===== src/rtl/pfs_pkg.sv =====
// Constants for the port pin-function selection block.
// Functional notes
// - The high-byte configuration register sits at address E8 in bank 1, is read/write, covers pins 7 to 4 and resets to zero.
// - The low-byte configuration register sits at address E9 in bank 1, is read/write, covers pins 3 to 0 and resets to zero.
// - Pin 6 field 00 makes the pin a Schmitt input that also clocks a timer.
// - Pin 6 field 01 gives I2C clock, 10 is unused and 11 is output mode.
// - Low-byte fields pick, for pins 3 to 0, Schmitt input, SPI select/clock/MOSI/MISO, analog channels 13 to 10, or output.
package pfs_pkg;
    localparam logic [7:0] PFS_ADDR_CFG_HIGH = 8'hE8;
    localparam logic [7:0] PFS_ADDR_CFG_LOW  = 8'hE9;
    localparam logic [7:0] PFS_RESET_CFG     = 8'h00;
    localparam int         PFS_PINS          = 8;
    localparam int         PFS_FIELD_W       = 2;
    localparam logic [1:0] PFS_SEL_INPUT     = 2'h0;
    localparam logic [1:0] PFS_SEL_ALT       = 2'h1;
    localparam logic [1:0] PFS_SEL_ANALOG    = 2'h2;
    localparam logic [1:0] PFS_SEL_OUTPUT    = 2'h3;
    // Pins whose 10 code selects an analog channel; pins 7 and 6 leave it unused.
    localparam logic [7:0] PFS_ANALOG_PINS   = 8'h3F;
endpackage


===== src/rtl/pfs_pin_decode.sv =====
// Decoder of one pin's 2-bit function field.
`timescale 1ns/1ps
module pfs_pin_decode
    import pfs_pkg::*;
#(
    parameter bit HAS_ANALOG = 1'b1
) (
    input  wire logic [1:0] field,
    output logic            selInput,
    output logic            selAlt,
    output logic            selAnalog,
    output logic            selOutput
);
    always_comb begin
        selInput  = (field == PFS_SEL_INPUT);
        selAlt    = (field == PFS_SEL_ALT);
        // Code 10 on a pin without an analog channel is unused and selects nothing.
        selAnalog = HAS_ANALOG && (field == PFS_SEL_ANALOG);
        selOutput = (field == PFS_SEL_OUTPUT);
    end
endmodule


===== src/rtl/pfs_port_select.sv =====
// Pin-function selection for one eight-pin port, with its two configuration registers.
`timescale 1ns/1ps
module pfs_port_select
    import pfs_pkg::*;
(
    input  wire logic       clk,
    input  wire logic       rst_n,
    input  wire logic       regBank1,
    input  wire logic [7:0] regAddr,
    input  wire logic       regWrite,
    input  wire logic [7:0] regWdata,
    output logic      [7:0] regRdata,
    input  wire logic [7:0] pinIn,
    input  wire logic [7:0] portOutData,
    input  wire logic       i2cSdaOut,
    input  wire logic       i2cSclOut,
    input  wire logic       spiMisoOut,
    input  wire logic       timerTwoOut,
    input  wire logic       timerAltOut,
    output logic [7:0]      pinOut,
    output logic [7:0]      pinOutEn,
    output logic [7:0]      schmittEn,
    output logic [7:0]      analogSel,
    output logic            timerOneCapture,
    output logic            timerOneClock,
    output logic            timerTwoClock,
    output logic            timerTwoCapture,
    output logic            i2cSdaIn,
    output logic            i2cSclIn,
    output logic            spiSlaveSelect,
    output logic            spiClockIn,
    output logic            spiMosiIn,
    output logic [7:0]      cfgHigh,
    output logic [7:0]      cfgLow
);
    ////////////////////////////////////////////////////////////////////////////
    // Configuration registers and their read-back.
    logic [7:0]  cfgHigh_ff;
    logic [7:0]  nxt_cfgHigh;
    logic [7:0]  cfgLow_ff;
    logic [7:0]  nxt_cfgLow;
    logic [7:0]  rdata_ff;
    logic [7:0]  nxt_rdata;
    logic [15:0] cfgAll;
    logic [7:0]  isIn;
    logic [7:0]  isAlt;
    logic [7:0]  isAna;
    logic [7:0]  isOut;
    logic        hitHigh;
    logic        hitLow;

    // Both registers answer only in bank 1; the same addresses in bank 0 belong to other blocks.
    assign hitHigh = regBank1 && (regAddr == PFS_ADDR_CFG_HIGH);
    assign hitLow  = regBank1 && (regAddr == PFS_ADDR_CFG_LOW);

    // Read data follows the address of the previous cycle and already shows a write made in
    // that cycle, so a read straight after a write returns the new value.
    always_comb begin
        nxt_cfgHigh = cfgHigh_ff;
        nxt_cfgLow  = cfgLow_ff;
        nxt_rdata   = 8'h00;
        if (regWrite && hitHigh) begin
            nxt_cfgHigh = regWdata;
        end
        if (regWrite && hitLow) begin
            nxt_cfgLow = regWdata;
        end
        if (hitHigh) begin
            nxt_rdata = nxt_cfgHigh;
        end else if (hitLow) begin
            nxt_rdata = nxt_cfgLow;
        end
    end

    always_ff @(posedge clk) begin
        if (!rst_n) begin
            cfgHigh_ff <= PFS_RESET_CFG;
            cfgLow_ff  <= PFS_RESET_CFG;
            rdata_ff   <= 8'h00;
        end else begin
            cfgHigh_ff <= nxt_cfgHigh;
            cfgLow_ff  <= nxt_cfgLow;
            rdata_ff   <= nxt_rdata;
        end
    end

    ////////////////////////////////////////////////////////////////////////////
    // Pin field decode.
    // Pin n takes bits 2n+1 and 2n of the joined bytes, so pins 7 to 4 come from the high byte.
    assign cfgAll = {cfgHigh_ff, cfgLow_ff};

    // Pins 7 and 6 have no analog channel, so their code 10 decodes to nothing and the pin floats.
    for (genvar p = 0; p < PFS_PINS; p++) begin : gPin
        pfs_pin_decode #(
            .HAS_ANALOG (PFS_ANALOG_PINS[p])
        ) uDec (
            .field     (cfgAll[PFS_FIELD_W*p +: PFS_FIELD_W]),
            .selInput  (isIn[p]),
            .selAlt    (isAlt[p]),
            .selAnalog (isAna[p]),
            .selOutput (isOut[p])
        );
    end

    ////////////////////////////////////////////////////////////////////////////
    // Pin drivers and peripheral input routing.
    logic [7:0] nxt_pinOut;
    logic [7:0] nxt_pinOutEn;
    logic [7:0] nxt_inRoute;
    logic [7:0] pinOut_ff;
    logic [7:0] pinOutEn_ff;
    logic [7:0] schmitt_ff;
    logic [7:0] analog_ff;
    logic [7:0] inRoute_ff;

    // Output enable is active low. The I2C pins drive as plain outputs here; an open-drain
    // stage outside this block turns them into wired-AND lines when software enables it.
    always_comb begin
        nxt_pinOut   = portOutData;
        nxt_pinOutEn = ~isOut;
        if (isAlt[7]) begin
            nxt_pinOut[7]   = i2cSdaOut;
            nxt_pinOutEn[7] = 1'b0;
        end
        if (isAlt[6]) begin
            nxt_pinOut[6]   = i2cSclOut;
            nxt_pinOutEn[6] = 1'b0;
        end
        if (isAlt[5]) begin
            nxt_pinOut[5]   = timerAltOut;
            nxt_pinOutEn[5] = 1'b0;
        end
        if (isAlt[4]) begin
            nxt_pinOut[4]   = timerTwoOut;
            nxt_pinOutEn[4] = 1'b0;
        end
        if (isAlt[0]) begin
            nxt_pinOut[0]   = spiMisoOut;
            nxt_pinOutEn[0] = 1'b0;
        end
        // Serial inputs idle high and timer inputs idle low, so an unselected function sees no edges.
        nxt_inRoute    = 8'hFF;
        nxt_inRoute[7] = isIn[7]  ? pinIn[7] : 1'b0;
        nxt_inRoute[6] = isIn[6]  ? pinIn[6] : 1'b0;
        nxt_inRoute[5] = isIn[5]  ? pinIn[5] : 1'b0;
        nxt_inRoute[4] = isIn[4]  ? pinIn[4] : 1'b0;
        nxt_inRoute[3] = isAlt[3] ? pinIn[3] : 1'b1;
        nxt_inRoute[2] = isAlt[2] ? pinIn[2] : 1'b1;
        nxt_inRoute[1] = isAlt[1] ? pinIn[1] : 1'b1;
        // Pin 0 feeds no peripheral input; the bit only keeps the vector indexed by pin.
        nxt_inRoute[0] = 1'b0;
    end

    always_ff @(posedge clk) begin
        if (!rst_n) begin
            // Reset leaves every pin an undriven Schmitt input, safe for whatever is wired to it.
            pinOut_ff   <= 8'h00;
            pinOutEn_ff <= 8'hFF;
            schmitt_ff  <= 8'hFF;
            analog_ff   <= 8'h00;
            inRoute_ff  <= 8'h0E;
        end else begin
            pinOut_ff   <= nxt_pinOut;
            pinOutEn_ff <= nxt_pinOutEn;
            schmitt_ff  <= isIn;
            analog_ff   <= isAna;
            inRoute_ff  <= nxt_inRoute;
        end
    end

    ////////////////////////////////////////////////////////////////////////////
    // I2C receive path.
    logic sdaIn_ff;
    logic sclIn_ff;
    logic nxt_sdaIn;
    logic nxt_sclIn;

    // The I2C receivers idle high, the released level of the bus, so a pin that leaves
    // the I2C function never looks like a start condition to the controller.
    always_comb begin
        nxt_sdaIn = 1'b1;
        nxt_sclIn = 1'b1;
        if (isAlt[7]) begin
            nxt_sdaIn = pinIn[7];
        end
        if (isAlt[6]) begin
            nxt_sclIn = pinIn[6];
        end
    end

    always_ff @(posedge clk) begin
        if (!rst_n) begin
            sdaIn_ff <= 1'b1;
            sclIn_ff <= 1'b1;
        end else begin
            sdaIn_ff <= nxt_sdaIn;
            sclIn_ff <= nxt_sclIn;
        end
    end

    ////////////////////////////////////////////////////////////////////////////
    // Every output is a flop, so the pins change only on the edge after their controls do.

    assign pinOut          = pinOut_ff;
    assign pinOutEn        = pinOutEn_ff;
    assign schmittEn       = schmitt_ff;
    assign analogSel       = analog_ff;
    assign timerOneCapture = inRoute_ff[7];
    assign timerOneClock   = inRoute_ff[6];
    assign timerTwoClock   = inRoute_ff[5];
    assign timerTwoCapture = inRoute_ff[4];
    assign spiSlaveSelect  = inRoute_ff[3];
    assign spiClockIn      = inRoute_ff[2];
    assign spiMosiIn       = inRoute_ff[1];
    assign i2cSdaIn        = sdaIn_ff;
    assign i2cSclIn        = sclIn_ff;
    assign regRdata        = rdata_ff;
    assign cfgHigh         = cfgHigh_ff;
    assign cfgLow          = cfgLow_ff;
endmodule


===== config.mk =====
export PLATFORM = sky130hd
export DESIGN_NAME = pfs_port_select
export DESIGN_NICKNAME = d
export VERILOG_FILES = /design/src/rtl/pfs_pkg.sv /design/src/rtl/pfs_pin_decode.sv /design/src/rtl/pfs_port_select.sv
export SDC_FILE = /design/constraint.sdc
export NUM_CORES = 1
export LEC_CHECK = 0
export ABC_AREA = 1
export BUFFER_PORTS_ARGS = -buffer_cell sky130_fd_sc_hd__buf_2
export CAP_MARGIN = 20
export CELL_PAD_IN_SITES_DETAIL_PLACEMENT = 0
export CELL_PAD_IN_SITES_GLOBAL_PLACEMENT = 1
export CORE_MARGIN = 5
export CORE_UTILIZATION = 36
export CTS_BUF_LIST = sky130_fd_sc_hd__clkbuf_2 sky130_fd_sc_hd__clkbuf_4 sky130_fd_sc_hd__clkbuf_8
export DETAILED_ROUTE_END_ITERATION = 16
export PLACE_DENSITY_LB_ADDON = 0.1
export SLEW_MARGIN = 20
export SYNTH_ARGS = -nofsm -noshare
export SYNTH_HDL_FRONTEND = slang
export SYNTH_SLANG_ARGS = --single-unit

===== constraint.sdc =====
create_clock -name clk -period 2.9 [get_ports clk]
set_input_delay 0.725 -clock clk [delete_from_list [all_inputs] [get_ports clk]]
set_output_delay 0.725 -clock clk [all_outputs]
set_load 0.03 [all_outputs]

==> results.json <==
{
  "status": "completed",
  "regArea_um2": 1261,
  "syn_inst": 264,
  "nets": 407,
  "post_cts_resized": 0,
  "chipWidth_um": 89.32,
  "drc": 0,
  "switchingPower_mw": 0.3985,
  "holdBufCountCts": 0,
  "path_max_fanout": 6,
  "via_per_inst": 4.628,
  "die_area_um2": 7977,
  "p_total_mw": 1.896,
  "max_freq_ghz": 0.5752,
  "clockRootBuffer": "clkbuf_8",
  "die_h_um": 89.32,
  "tns_ps": 0,
  "rr_endpoint": "pinOut[7]",
  "track_usage": 0.1588,
  "grt_max_degree": 52,
  "ios": 106,
  "min_period_over_period": 0.5994,
  "io_buffer_count": 102,
  "wirelength_mm": 5.919,
  "hold_path.class": "reg -> reg",
  "wl_per_cell_um": 13.27,
  "diodes": 0,
  "reg2regPathDepth": 4,
  "leakage_nw": 1.550,
  "multi_input_area_um2": 794.5,
  "p_per_area_nw_per_um2": 621.8,
  "cts_buffers": 9,
  "startpoint_type": "register",
  "cp.arrival_ps": 1010,
  "power_frac_seq": 0.462,
  "power_frac_clock": 0.480,
  "syn_area_um2": 2265,
  "clk_path_buf_depth": 2,
  "rsz0062_at_grt": "no",
  "critPathTopFamily": "flip-flops",
  "hpwl_mm": 4.266,
  "critPathRequiredTime_ps": 2170,
  "drt_pre_antenna_iters": 4,
  "internal-power_mw": 1.498,
  "whs_path_depth": 1,
  "finClkSkew_ps": 6.365,
  "finalSetupViolCount": 0,
  "grt.overflow.total": 0,
  "hp-start": "cfgHigh[0]",
  "startpoint": "cfgLow[6]",
  "endpoint_kind": "output port",
  "mostFrequentLayoutCells": "102 x buf_2, 63 x dfxtp_1, 47 x nand2_1",
  "drive_gt1_frac": 0.3477,
  "swShare": 0.2102,
  "critPathKind": "reg -> out",
  "grt_pass1_vias": 2066,
  "period_needed_ps": 1738,
  "grt_pass1_wl_mm": 9.528,
  "antenna_left": 0,
  "syn_area_per_cell_um2": 8.578,
  "cts.sinks": 63,
  "max-cap-violations": 0,
  "coreArea_um2": 6026,
  "fp-row-count": 28,
  "crit_path_top_delay_cell": "dfxtp_1",
  "clkTransAtPathRegs_ps": 70,
  "fin_cells": 446,
  "hold_viol": 0,
  "maxSlewViolCount": 0,
  "comb_power_share": 0.057,
  "yosys_warnings": 0,
  "cts_setup_buffers": 0,
  "cp_num_buf_inv": 1,
  "fillCellCount": 647,
  "num_vias": 2064,
  "worst_slew_pin_slew_ps": 585.9,
  "dpl.cell_count": 430,
  "relSlewSlack": 0.6070,
  "clk_latency_ps": 330,
  "start_util": 0.3758,
  "ir_worst_vdd_mv": 0.3438,
  "cts_tree": "done",
  "htreeDepth": 3,
  "final_common_cell": "buf_2",
  "area_delta_synth_final_pct": 34.64,
  "regToRegStartpoint": "cfgHigh[6]",
  "antenna_found_initial": 0,
  "place.gp.congestion": 0.7687,
  "synth_seq_area_share": 0.5569,
  "first_iter_violations": 85,
  "ff2ff_setup_slack_ps": 2010,
  "ys_types": 26,
  "cp_cell_sequence": "buf_2",
  "whs_endpoint": "pinOutEn[4]",
  "yosys_register_bits": 63,
  "max_stage_delay_ps": 440
}
cell type report:
class	instances	share of cell area
flip-flops and latches	63	0.4136
repair buffers	103	0.1699
clock buffers	14	0.06114
inverters	36	0.04432
multi-input cells	153	0.2606
well taps	75	0.03078
clock inverters	2	0.01970
per-stage QoR:
| stage | cell area, um2 | worst slack [ps] | hold slack, ps | util |
|---|---|---|---|---|
| 6_report | 3049 | 1162 | 424.3 | 0.5060 |
| 2_1_floorplan | 2268 | 1354 | 528.3 | - |
| 4_1_cts | 3049 | 1146 | 425.1 | 0.5060 |
| 5_1_grt | 3049 | 1072 | 454.9 | 0.5060 |
| 3_3_place_gp | 2803 | 1027 | 407.9 | 0.4651 |
| 3_5_place_dp | 2803 | 1038 | 409.3 | 0.4651 |
worst max path at each step:
stage | endpoint | slack [ps] | depth (start not counted)
after floorplan | cfgHigh[6] | 1350 | 6
after global placement | regRdata[2] | 1030 | 6
after detailed placement | regRdata[4] | 1040 | 7
after CTS | cfgLow[6] | 1150 | 1
after global routing | cfgLow[6] | 1070 | 1
final | cfgLow[6] | 1160 | 1
layer usage:
metal | wire length [um] | GRT usage | part of all wire | up-vias
li1 | - | - | - | 1076
met1 | 2608 | 0.2005 | 0.44 | 916
met2 | 2718 | 0.2411 | 0.46 | 70
met3 | 557 | 0.05991 | 0.094 | 2
met4 | 36 | 0.07172 | 0.0061 | 0
met5 | 0 | 0 | 0 | -
synthesized netlist by cell type:
cell type,n,area (um2)
nor4_1,2,12.51
nand4_1,32,200.2
nand2_1,47,176.4
buf_2,4,20.02
nand3_2,1,10.01
inv_1,33,123.9
conb_1,1,3.750
nor2_2,2,12.51
nand4_2,2,25.02
o21ai_0,13,65.06
nor3b_1,1,7.510
inv_2,1,3.750
a21oi_1,3,15.01
nor2_1,17,63.81
clkinv_1,2,7.510
nor3_2,1,10.01
clkbuf_2,1,5.000
clkbuf_1,4,15.01
nand3_1,11,55.05
and3_1,8,50.05
nand4_4,1,21.27
nor2_4,2,22.52
buf_6,2,22.52
dfxtp_1,63,1261
nor3_1,8,40.04
buf_4,2,15.01
power by group through the flow:
stage / Clock (mW) / Combinational, mW / Sequential (mW)
finish: 0.911 / 0.109 / 0.877
global route: 0.980 / 0.121 / 0.877
CTS: 0.935 / 0.110 / 0.877
detailed placement: 0 / 0.110 / 0.896
global placement: 0 / 0.108 / 0.896
floorplan: 0 / 0.0463 / 0.917
logic make-up (layout without fill, tap and decap cells):
| logic type | Yosys count | in the layout | synth area share |
|---|---|---|---|
| AO/OA/AOI/OAI | 16 | 16 | 0.03536 |
| other | 1 | 2 | 0.001656 |
| AND/OR/NAND/NOR | 135 | 135 | 0.3122 |
| flip-flops | 63 | 63 | 0.5569 |
| buffers and inverters | 49 | 155 | 0.09392 |
worst reg2reg max path, delay by kind of cell (launching register included):
kind,cells,cell delay (ps)
buffers and inverters,1,90
DFF,1,400
AOI/OAI and AO/OA,1,90
and+or+nand+nor,2,250
state kept, by name (all words and copies together), names as in the netlist:
signal      flops
schmittEn       8
inRoute_ff      7
pinOut          8
analogSel       6
pinOutEn        8
cfgLow          8
regRdata        8
i2cSdaIn        1
cfgHigh         8
i2cSclIn        1
Note: power is estimated with default switching activity, not from simulation.
